<file path="src/verilog/acrw_params.svh">
// Constants for the conversion control register block
`ifndef ACRW_PARAMS_SVH
`define ACRW_PARAMS_SVH
`define ACRW_CTRL_WIDTH     6
`define ACRW_CTRL_RESET     6'h00
`define ACRW_BIT_CHAN2      5
`define ACRW_BIT_CHAN1      4
`define ACRW_BIT_CHAN0      3
`define ACRW_BIT_CONVERT    2
`define ACRW_BIT_STANDBY    1
`define ACRW_BIT_CODING     0
`define ACRW_SERIAL_BITS    6
`define ACRW_CLK_PERIOD_NS  10
`define ACRW_ACQ_TIME_NS    400
`define ACRW_ACQ_CYCLES     ((`ACRW_ACQ_TIME_NS + `ACRW_CLK_PERIOD_NS - 1) / `ACRW_CLK_PERIOD_NS)
`define ACRW_CONV_TIME_NS   1600
`define ACRW_CONV_CYCLES    ((`ACRW_CONV_TIME_NS + `ACRW_CLK_PERIOD_NS - 1) / `ACRW_CLK_PERIOD_NS)
`endif

</file>
<file path="src/verilog/acrw_pkg.sv">
// Types for the conversion control register block
package acrw_pkg;
  typedef struct packed {
    logic [2:0] chan_sel;
    logic       soft_convert_bit;
    logic       soft_standby_bit;
    logic       twos_comp;
  } acrw_ctrl_s;

  typedef enum logic [1:0] {
    ACRW_IDLE    = 2'b00,
    ACRW_ACQUIRE = 2'b01,
    ACRW_CONVERT = 2'b10
  } acrw_conv_e;
endpackage

</file>
<file path="src/verilog/acrw_sync.sv">
// Two-flop synchroniser for pin inputs
`timescale 1ns/1ps
module acrw_sync #(
  parameter int WIDTH = 1,
  parameter logic [WIDTH-1:0] INIT = '0
) (
  input  wire logic             mclk,   // System clock
  input  wire logic             rst,    // Synchronous reset
  input  wire logic [WIDTH-1:0] d,      // Asynchronous inputs
  output logic      [WIDTH-1:0] q       // Synchronised outputs
);
  logic [WIDTH-1:0] meta;

  // First stage only feeds the second
  always_ff @(posedge mclk) begin
    if (rst) begin
      meta <= INIT;
      q    <= INIT;
    end else begin
      meta <= d;
      q    <= meta;
    end
  end
endmodule

</file>
<file path="src/verilog/acrw_ctrl.sv">
// Conversion control register with parallel and serial write paths
`timescale 1ns/1ps
`include "acrw_params.svh"
// What this block does
// RQ1 - Six-bit register: three channel bits, soft start, soft standby, coding.
// RQ2 - Parallel and serial writes both load the same register contents.
// RQ3 - Register clears to zero at reset.
// RQ4 - Host gives at least six serial clocks with frame sync low.
// RQ5 - Frame sync rising before six clocks leaves register unchanged.
// RQ6 - Aborted serial write still starts conversion if soft start was one.
// RQ7 - First six data bits taken on falling serial edges; later ones ignored.
// RQ8 - Coding bit one gives two's complement results, zero straight binary.
// RQ9 - Soft start write waits acquisition time before hold and conversion.
// RQ10 - Serial order: channel bits 2,1,0, soft start, standby, coding.
module acrw_ctrl #(
  parameter int ACQ_CYCLES  = `ACRW_ACQ_CYCLES,
  parameter int CONV_CYCLES = `ACRW_CONV_CYCLES
) (
  input  wire logic        mclk,               // System clock
  input  wire logic        rst,                // Synchronous reset
  input  wire logic        chip_sel_n,         // Parallel chip select
  input  wire logic        write_n,            // Parallel write strobe
  input  wire logic [5:0]  par_data,           // Parallel data lines
  input  wire logic        serial_clk,         // Serial clock pin
  input  wire logic        write_frame_sync_n, // Serial write frame
  input  wire logic        serial_din,         // Serial data in
  input  wire logic [11:0] raw_result,         // Offset-binary result in
  output acrw_pkg::acrw_ctrl_s ctrl,           // Control register
  output logic [11:0]      coded_result,       // Result in chosen coding
  output logic             track_hold,         // High while in hold
  output logic             conv_busy,          // Acquisition or conversion running
  output logic             conv_start          // Start pulse, one cycle
);
  logic [2:0]  s_par;   // chip_sel_n, write_n, sclk
  logic [1:0]  s_ser;   // frame, data
  logic [5:0]  s_data;
  logic        par_wr_d;
  logic        sclk_d;
  logic        frame_d;
  logic [5:0]  shift;
  logic [2:0]  bit_cnt;
  logic        par_done;
  logic        sclk_fall;
  logic        frame_rise;
  logic        frame_fall;
  logic        ser_done;
  logic        ser_abort;
  logic        load;
  logic [5:0]  load_val;
  logic        trigger;
  logic        par_active;  // Strobe low on both synced lines
  logic [5:0]  par_latch;   // Data from the last strobe cycle
  logic        bit_take;    // Falling serial edge inside a frame
  logic        acq_done;    // Acquisition delay just expired
  logic [15:0] timer;
  acrw_pkg::acrw_conv_e state;
  acrw_pkg::acrw_conv_e next_state;

  // Pack a raw six-bit word into register fields, first serial bit on top
  function automatic acrw_pkg::acrw_ctrl_s to_ctrl(input logic [5:0] w);
    acrw_pkg::acrw_ctrl_s c;
    c.chan_sel         = {w[`ACRW_BIT_CHAN2], w[`ACRW_BIT_CHAN1],
                          w[`ACRW_BIT_CHAN0]};                   // [RQ10]
    c.soft_convert_bit = w[`ACRW_BIT_CONVERT];
    c.soft_standby_bit = w[`ACRW_BIT_STANDBY];
    c.twos_comp        = w[`ACRW_BIT_CODING];
    return c;
  endfunction

  // True while fewer than six bits have arrived in the frame
  function automatic logic bits_open(input logic [2:0] cnt);
    return cnt < 3'(`ACRW_SERIAL_BITS);
  endfunction

  // Pins cross into mclk through two flops each
  // Serial clock phases under one mclk period will lose edges
  acrw_sync #(.WIDTH(3), .INIT(3'h7)) u_sync_par (
    .mclk (mclk),
    .rst  (rst),
    .d    ({chip_sel_n, write_n, serial_clk}),
    .q    (s_par)
  );
  acrw_sync #(.WIDTH(2), .INIT(2'h2)) u_sync_ser (
    .mclk (mclk),
    .rst  (rst),
    .d    ({write_frame_sync_n, serial_din}),
    .q    (s_ser)
  );
  acrw_sync #(.WIDTH(6), .INIT(6'h00)) u_sync_dat (
    .mclk (mclk),
    .rst  (rst),
    .d    (par_data),
    .q    (s_data)
  );

  // Edge history of synchronised pins
  // Reset values match idle pins, so no false edge follows reset
  always_ff @(posedge mclk) begin
    if (rst) begin
      par_wr_d <= 1'b0;
      sclk_d   <= 1'b1;
      frame_d  <= 1'b1;
    end else begin
      par_wr_d <= par_active;
      sclk_d   <= s_par[0];
      frame_d  <= s_ser[1];
    end
  end

  // Parallel write latches on the rising edge of the strobe
  assign par_active = ~s_par[2] & ~s_par[1];
  assign par_done   = par_wr_d & ~par_active;
  assign sclk_fall  = sclk_d & ~s_par[0];
  assign frame_rise = ~frame_d & s_ser[1];
  assign frame_fall = frame_d & ~s_ser[1];
  assign bit_take   = ~s_ser[1] & sclk_fall;
  // Data sampled by mclk lags the pins equally, so edges stay aligned
  // Only the sixth bit loads; a shorter frame never reaches it
  assign ser_done   = bit_take
                      && bit_cnt == 3'(`ACRW_SERIAL_BITS - 1);  // [RQ5]
  assign ser_abort  = frame_rise && bits_open(bit_cnt);

  // Data is held from inside the strobe, as a host may move the lines
  // in the same instant that it lifts the strobe
  always_ff @(posedge mclk) begin
    if (rst) begin
      par_latch <= 6'h00;
    end else if (par_active) begin
      par_latch <= s_data;
    end
  end

  // Serial shifter: first six falling edges in the frame only
  always_ff @(posedge mclk) begin
    if (rst) begin
      shift   <= 6'h00;
      bit_cnt <= 3'h0;
    end else if (frame_fall) begin
      bit_cnt <= 3'h0;
    end else if (bit_take && bits_open(bit_cnt)) begin       // [RQ7]
      shift   <= {shift[4:0], s_ser[0]};                     // [RQ10]
      bit_cnt <= bit_cnt + 3'h1;
    end
  end

  // Either path loads the same fields
  assign load     = par_done | ser_done;                     // [RQ2]
  assign load_val = par_done ? par_latch : {shift[4:0], s_ser[0]};

  // Register loads only from a finished word on either path
  always_ff @(posedge mclk) begin
    if (rst) begin
      ctrl <= to_ctrl(`ACRW_CTRL_RESET);                     // [RQ3]
    end else if (load) begin
      ctrl <= to_ctrl(load_val);                             // [RQ1]
    end
    // Short frame leaves the register alone [RQ5]
  end

  // Start request: write with soft start, or aborted frame with it held
  // A trigger while converting is dropped; the host waits out busy
  assign trigger = (load && load_val[`ACRW_BIT_CONVERT])     // [RQ9]
                   || (ser_abort && ctrl.soft_convert_bit);  // [RQ6]

  // Acquisition delay, then hold and convert
  // A fresh trigger while acquiring starts the delay over
  always_comb begin
    next_state = state;
    case (state)
      acrw_pkg::ACRW_IDLE:
        if (trigger) next_state = acrw_pkg::ACRW_ACQUIRE;
      acrw_pkg::ACRW_ACQUIRE:
        if (trigger) next_state = acrw_pkg::ACRW_ACQUIRE;
        else if (timer == 16'h0000) next_state = acrw_pkg::ACRW_CONVERT;
      acrw_pkg::ACRW_CONVERT:
        if (timer == 16'h0000) next_state = acrw_pkg::ACRW_IDLE;
      default: next_state = acrw_pkg::ACRW_IDLE;
    endcase
  end

  // Timer counts acquisition first, then conversion
  always_ff @(posedge mclk) begin
    if (rst) begin
      state <= acrw_pkg::ACRW_IDLE;
      timer <= 16'h0000;
    end else begin
      state <= next_state;
      if (trigger && state != acrw_pkg::ACRW_CONVERT) begin
        timer <= 16'(ACQ_CYCLES - 1);                        // [RQ9]
      end else if (acq_done) begin
        timer <= 16'(CONV_CYCLES - 1);
      end else if (timer != 16'h0000) begin
        timer <= timer - 16'h0001;
      end
    end
  end

  // Hold begins the cycle after the delay runs out
  assign acq_done = state == acrw_pkg::ACRW_ACQUIRE
                    && next_state == acrw_pkg::ACRW_CONVERT;

  // Registered status and start pulse
  always_ff @(posedge mclk) begin
    if (rst) begin
      conv_start <= 1'b0;
      track_hold <= 1'b0;
      conv_busy  <= 1'b0;
    end else begin
      conv_start <= acq_done;                                // [RQ9]
      track_hold <= next_state == acrw_pkg::ACRW_CONVERT;
      conv_busy  <= next_state != acrw_pkg::ACRW_IDLE;
    end
  end

  // Two's complement is offset binary with the top bit flipped
  // Straight binary passes the raw code through untouched
  always_ff @(posedge mclk) begin
    if (rst) begin
      coded_result <= 12'h000;
    end else begin
      coded_result <= {raw_result[11] ^ ctrl.twos_comp,
                       raw_result[10:0]};                    // [RQ8]
    end
  end
endmodule

</file>
<file path="config.mk">
export PLATFORM = sky130hd
export DESIGN_NAME = acrw_ctrl
export DESIGN_NICKNAME = d
export VERILOG_FILES = /design/src/verilog/acrw_pkg.sv /design/src/verilog/acrw_sync.sv /design/src/verilog/acrw_ctrl.sv
export VERILOG_INCLUDE_DIRS = /design/src /design/src/verilog
export SDC_FILE = /design/constraint.sdc
export NUM_CORES = 1
export LEC_CHECK = 0
export ABC_AREA = 0
export CORE_UTILIZATION = 45
export CTS_CLUSTER_DIAMETER = 150
export DETAILED_ROUTE_END_ITERATION = 7
export DONT_BUFFER_PORTS = 1
export PLACE_DENSITY = 0.64
export SLEW_MARGIN = 20
export SYNTH_ARGS = -nofsm -noshare
export SYNTH_HDL_FRONTEND = slang
export SYNTH_SLANG_ARGS = --single-unit
</file>
<file path="constraint.sdc">
create_clock -name mclk -period 2.4 [get_ports mclk]
set_input_delay 0.48 -clock mclk [delete_from_list [all_inputs] [get_ports mclk]]
set_output_delay 0.48 -clock mclk [all_outputs]
set_load 0.05 [all_outputs]
</file>
==> results of run 1 <==
## critical path, delay by kind of cell, from the launching register on
kind | cells | cell delay [ns]
AOI/OAI and AO/OA | 1 | 0.31
and+or+nand+nor | 4 | 0.99
adders and majority gates | 1 | 0.17
DFF | 1 | 0.37
buffers and inverters | 1 | 0.13
## metrics by stage
stage | power (µW) | cell area (µm²)
after floorplan | 2450 | 2930
after global placement | 2680 | 3010
after detailed placement | 2680 | 3010
after CTS | 3610 | 3200
after global routing | 3820 | 3200
final | 3600 | 3200
## registers in the layout, summed over array words and instances, names as in the netlist
| register | flops |
|---|---|
| timer | 16 |
| u_sync_ser.q | 2 |
| par_latch | 6 |
| track_hold | 1 |
| conv_start | 1 |
| sclk_d | 1 |
| u_sync_dat.q | 6 |
| u_sync_dat.meta | 6 |
| bit_cnt | 3 |
| conv_busy | 1 |
| u_sync_ser.meta | 2 |
| shift | 5 |
| par_wr_d | 1 |
| frame_d | 1 |
| u_sync_par.q | 3 |
| state | 2 |
| coded_result | 12 |
| ctrl | 6 |
| u_sync_par.meta | 3 |
## routing by layer
metal	global-route usage [%]	wire length (µm)	up-vias
li1	-	-	1028
met1	21.7	2630	886
met2	22.3	2060	54
met3	7.03	253	5
met4	6.72	70	0
met5	0	0	-
## logic make-up after synthesis
logic type               synth area share (%)
AO/OA/AOI/OAI                            9.73
XOR/XNOR                                 3.29
adder cells (fa/ha/maj)                  1.71
buffers and inverters                    2.73
flip-flops                               53.3
multiplexers                             3.80
AND/OR/NAND/NOR                          25.5
## cell type report
| type | instances | share of cell area, % |
|---|---|---|
| clock buffer | 9 | 3.87 |
| clock inverter | 7 | 1.96 |
| inverter | 7 | 0.822 |
| multi-input combinational | 201 | 40.3 |
| sequential | 78 | 48.8 |
| tap | 77 | 3.01 |
| timing repair buffer | 5 | 1.17 |
## cells in the final DEF, fill, tap and decap left out, types with 5 or more instances in the layout
cell type / Yosys / layout
mux2i_1: 10 / 10
or2_2: 10 / 10
nand2_1: 14 / 14
nor3_1: 6 / 6
buf_4: 0 / 5
a211oi_1: 6 / 6
o21ai_0: 8 / 8
xor2_1: 8 / 8
clkbuf_8: 0 / 9
nor2b_1: 26 / 26
a21oi_1: 20 / 20
nand4_1: 5 / 5
dfxtp_1: 78 / 78
nand3_1: 8 / 8
inv_1: 7 / 7
nor2_1: 37 / 37
## worst max path at each step
stage,from,to,slack (ns),cells after the start
after floorplan,bit_cnt[1],timer[12],0.58,8
after global placement,u_sync_par.q[1],timer[6],0.39,5
after detailed placement,timer[0],timer[14],0.31,7
after CTS,timer[0],timer[6],0.30,7
after global routing,timer[0],timer[6],0.14,7
final,timer[1],timer[6],0.31,7
## report_power, final
group / total [µW] / internal (µW) / leakage [µW] / switching [µW]
combinational: 1020 / 487 / 0.000458 / 536
clock: 934 / 399 / 0.0000931 / 535
sequential: 1640 / 1430 / 0.000639 / 207
total: 3600 / 2320 / 0.00119 / 1280
## synth_stat cells (all sizes together) (3+ instances only)
| master | n | share of area, % |
|---|---|---|
| dfxtp | 78 | 53 |
| nor2 | 38 | 5.0 |
| nor2b | 26 | 5.5 |
| a21oi | 20 | 3.4 |
| nand2 | 14 | 1.8 |
| mux2i | 10 | 3.4 |
| or2 | 10 | 2.1 |
| o21ai | 9 | 1.7 |
| nand3 | 8 | 1.4 |
| xor2 | 8 | 2.4 |
| clkbuf | 7 | 0.90 |
| inv | 7 | 0.90 |
| a211oi | 6 | 1.5 |
| nand4 | 6 | 1.5 |
| nor3 | 6 | 1.0 |
| buf | 5 | 0.94 |
| a21o | 4 | 1.0 |
| ha | 4 | 1.7 |
| nand2b | 4 | 0.85 |
| nor4 | 4 | 1.8 |
| nor3b | 3 | 0.77 |
| xnor2 | 3 | 0.90 |
==> results.sh, run 1 <==
export IMPL_status="completed"
export IMPL_synth_nets=327
export IMPL_critPathArrivalTime_ns=2.32
export IMPL_postCtsSetupBuffers=0
export IMPL_final_layout_size_suffix_gt1_share_pct=13.7
export IMPL_instances_no_fill=384
export IMPL_grt_pass1_wl_mm=8.08
export IMPL_whs_endpoint="coded_result[3]"
export IMPL_antenna_left=0
export IMPL_start_kind="flip-flop"
export IMPL_seq_area_frac_synth_pct=53.3
export IMPL_syn2layout_area_growth_pct=9.09
export IMPL_grt_use_total_pct=16.2
export IMPL_netlist_area_um2=2930
export IMPL_synth_edf_count=0
export IMPL_cts_resized=0
export IMPL_cp_slowest_stage_delay_ns=0.37
export IMPL_synthCells=298
export IMPL_synthFlopType="dfxtp_1"
export IMPL_insertedDiodeCount=0
export IMPL_core_area_um2=6310
export IMPL_design_portCount=46
export IMPL_regArea_um2=1560
export IMPL_cts_root_buffer="clkbuf_8"
export IMPL_worstPathRequired_ns=2.63
export IMPL_cap_violations=0
export IMPL_clkSinkCount=78
export IMPL_clk_pin_slew_worst_paths_ns=0.09
export IMPL_place_hpwl_mm=3.30
export IMPL_vias=1973
export IMPL_finalSetupViolations=0
export IMPL_relSlewSlack_pct=62.2
export IMPL_start_util_pct=46.4
export IMPL_gp_congestion=0.805
export IMPL_cts_buffer_depth=2
export IMPL_htree_levels=3
export IMPL_dp_slack_ns=0.310
export IMPL_endpoint_kind="flip-flop"
export IMPL_hp_class="in -> reg"
export IMPL_vias_per_cell=5.14
export IMPL_core_rowCount=29
export IMPL_avgSynthCellArea_um2=9.84
export IMPL_cp_max_fo=9
export IMPL_cts_tree="done"
export IMPL_drt_iter0_markers=151
export IMPL_numCtsBuffers=9
export IMPL_tightest_slew_ns=0.566
export IMPL_dieArea_um2=6840
export IMPL_drv_slew=0
export IMPL_hp_start="rst"
export IMPL_multiInputGateArea_um2=1290
export IMPL_hold_buffers=0
export IMPL_hold_viol_final=0
export IMPL_wl_per_cell_um=13.0
export IMPL_powerDensity_nw_per_um2=1120
export IMPL_synth_seq_cells=78
export IMPL_setup_ws_ns=0.308
export IMPL_worst_r2r_setup_slack_ns=0.31
export IMPL_dr_pass1_iters=4
export IMPL_finClkSkew_ns=0.0116
export IMPL_dp_cells=368
export IMPL_final_nets=331
export IMPL_grt_setup_unrepaired="false"
export IMPL_r2r_end="timer[6]"
export IMPL_routed_wl_mm=5.00
export IMPL_fin_hold_ws_ns=0.194
export IMPL_layout_min_cycle_time_ns=2.09
export IMPL_r2r_start="timer[1]"
export IMPL_async_flop_share_pct=0
export IMPL_min_path_cells=1
export IMPL_cp_common_cell="nor2_1"
export IMPL_antenna_found_initial=0
export IMPL_finalCritPeriodShare_pct=87.2
export IMPL_p_leak_uw=0.00119
export IMPL_io_buffers=0
export IMPL_yosys_warnings=0
export IMPL_first_global_vias=1784
export IMPL_slowest_stage="dfxtp_1"
export IMPL_setup_tns_ns=0
export IMPL_r2r_cells=7
export IMPL_clk_latency_ns=0.35
export IMPL_route_detailed_drc=0
export IMPL_path_class="reg -> reg"
export IMPL_fmax_mhz=478
export IMPL_vdd_ir_drop_max_mv=0.779
export IMPL_yosysUniqueCellTypes=45
export IMPL_overflow=0
export IMPL_n_fill_cell=604
export IMPL_worstPathCellList="inv_1, ha_1, nor4b_4, nand4b_2, nor2_1, a211o_1, nor2_1"
export IMPL_dieHeight_um=82.7
export IMPL_fin_util_pct=50.7
export IMPL_grt_max_degree=69
export IMPL_die_w_um=82.7
Power figures use the tool's default switching activity.
==> run 2, diff against run 1 <==
--- a/config.mk
+++ b/config.mk
@@ -7,11 +7,13 @@
 export NUM_CORES = 1
 export LEC_CHECK = 0
 export ABC_AREA = 0
+export CELL_PAD_IN_SITES_DETAIL_PLACEMENT = 0
+export CELL_PAD_IN_SITES_GLOBAL_PLACEMENT = 1
 export CORE_UTILIZATION = 45
 export CTS_CLUSTER_DIAMETER = 150
 export DETAILED_ROUTE_END_ITERATION = 7
 export DONT_BUFFER_PORTS = 1
-export PLACE_DENSITY = 0.64
+export PLACE_DENSITY = 0.78
 export SLEW_MARGIN = 20
 export SYNTH_ARGS = -nofsm -noshare
 export SYNTH_HDL_FRONTEND = slang
==> run 2 against run 1 <==
Sequential share of layout area barely moved. Sequential power about the same. Critical path depth shrank 2. Cell area about the same. Largest cell class unchanged. Largest power group unchanged. Highest routed layer unchanged.
==> results.sh, run 2 (synthesis results as in run 1) <==
export IMPL_vias=1957
export IMPL_dr_pass1_iters=4
export IMPL_setup_ws_ns=0.324
export IMPL_drv_slew=0
export IMPL_status="completed"
export IMPL_vias_per_cell=5.08
export IMPL_core_area_um2=6310
export IMPL_start_kind="flip-flop"
export IMPL_critPathArrivalTime_ns=2.35
export IMPL_vdd_ir_drop_max_mv=0.531
export IMPL_finalCritPeriodShare_pct=86.5
export IMPL_setup_tns_ns=0
export IMPL_cts_buffer_depth=2
export IMPL_layout_common_cells="dfxtp_1, nor2_1, nor2b_1"
export IMPL_gp_congestion=0.796
export IMPL_wl_per_cell_um=12.4
export IMPL_final_nets=332
export IMPL_powerDensity_nw_per_um2=1100
export IMPL_place_hpwl_mm=3.20
export IMPL_tightest_slew_ns=0.556
export IMPL_cap_violations=0
export IMPL_cp_max_fo=13
export IMPL_top_regs="timer: 16 flops, coded_result: 12 flops"
export IMPL_grt_pass1_wl_mm=7.82
export IMPL_routed_wl_mm=4.77
export IMPL_finClkSkew_ns=0.0113
export IMPL_io_buffers=0
export IMPL_antenna_found_initial=0
export IMPL_grt_setup_unrepaired="false"
export IMPL_layout_min_cycle_time_ns=2.08
export IMPL_overflow=0
export IMPL_clk_latency_ns=0.35
export IMPL_largest_register="timer"
export IMPL_htree_levels=3
export IMPL_worstPathRequired_ns=2.67
export IMPL_postCtsSetupBuffers=0
export IMPL_largest_reg_flops=16
export IMPL_worst_r2r_setup_slack_ns=0.32
export IMPL_dieHeight_um=82.7
export IMPL_endpoint_kind="flip-flop"
export IMPL_die_w_um=82.7
export IMPL_clkSinkCount=78
export IMPL_grt_max_degree=69
export IMPL_cts_resized=0
export IMPL_mostFrequentLayoutCell="dfxtp_1"
export IMPL_core_rowCount=29
export IMPL_dieArea_um2=6840
export IMPL_insertedDiodeCount=0
export IMPL_dp_slack_ns=0.298
export IMPL_cts_root_buffer="clkbuf_8"
export IMPL_final_layout_size_suffix_gt1_share_pct=14.0
export IMPL_hp_class="in -> reg"
export IMPL_cts_tree="done"
export IMPL_antenna_left=0
export IMPL_grt_use_total_pct=15.6
export IMPL_p_leak_uw=0.00120
export IMPL_numCtsBuffers=9
export IMPL_start_util_pct=46.4
export IMPL_fmax_mhz=482
export IMPL_clk_pin_slew_worst_paths_ns=0.09
export IMPL_syn2layout_area_growth_pct=9.05
export IMPL_route_detailed_drc=0
export IMPL_first_global_vias=1778
export IMPL_finalSetupViolations=0
export IMPL_hold_buffers=0
export IMPL_path_class="reg -> reg"
export IMPL_relSlewSlack_pct=62.9
export IMPL_design_portCount=46
export IMPL_hold_viol_final=0
export IMPL_drt_iter0_markers=99
-- run 2: changes by cell type in the layout (fill, tap and decap cells not counted), sizes merged --
cell	delta
buf	+1
clkinvlp	-1
inv	-2
clkinv	+3
-- run 2: area by class of cell --
class	count	area (µm²)
repair buffers	6	45.0
flip-flops and latches	78	1560
multi-input cells	201	1290
inverters	7	26.3
well taps	77	96.3
clock buffers	9	124
fillers	623	3120
clock inverters	7	53.8
-- run 2: critical path: stages, from the launching register on --
cell and delay [ns]:
dfxtp_1 0.40, o21ai_2 0.47, nor2_1 0.19, o32a_4 0.39, a211o_1 0.41, nor2_1 0.15
-- run 2: final timing paths --
path / from / end / cells after the start
worst max-delay path: u_sync_par.q[1] / timer[8] / 5
worst min-delay path: rst / coded_result[9] / 1
worst max register to register: u_sync_par.q[1] / timer[8] / 5
worst min register to register: u_sync_par.meta[1] / u_sync_par.q[1] / 1
-- run 2: per-layer routing --
| metal | vias up | GRT usage, % | part of all wire [%] |
|---|---|---|---|
| li1 | 1026 | - | - |
| met1 | 875 | 19.5 | 51 |
| met2 | 52 | 23.1 | 43 |
| met3 | 4 | 7.03 | 5.1 |
| met4 | 0 | 6.72 | 1.0 |
| met5 | - | 0 | 0 |
-- run 2: power breakdown --
part / internal (µW) / total (µW) / switching, µW
combinational: 491 / 1010 / 520
clock: 386 / 870 / 485
sequential: 1430 / 1640 / 206
total: 2310 / 3520 / 1210
-- run 2: per-stage QoR --
stage / cells / hold WS (ns) / total power [µW] / util (%) / area (µm²)
global placement: 369 / 0.391 / 2690 / 47.8 / 3020
CTS: 385 / 0.174 / 3560 / 50.6 / 3200
global route: 385 / 0.156 / 3780 / 50.6 / 3200
finish: 385 / 0.192 / 3520 / 50.6 / 3200
detailed placement: 369 / 0.394 / 2680 / 47.8 / 3020
floorplan: 298 / 0.389 / 2450 / - / 2930
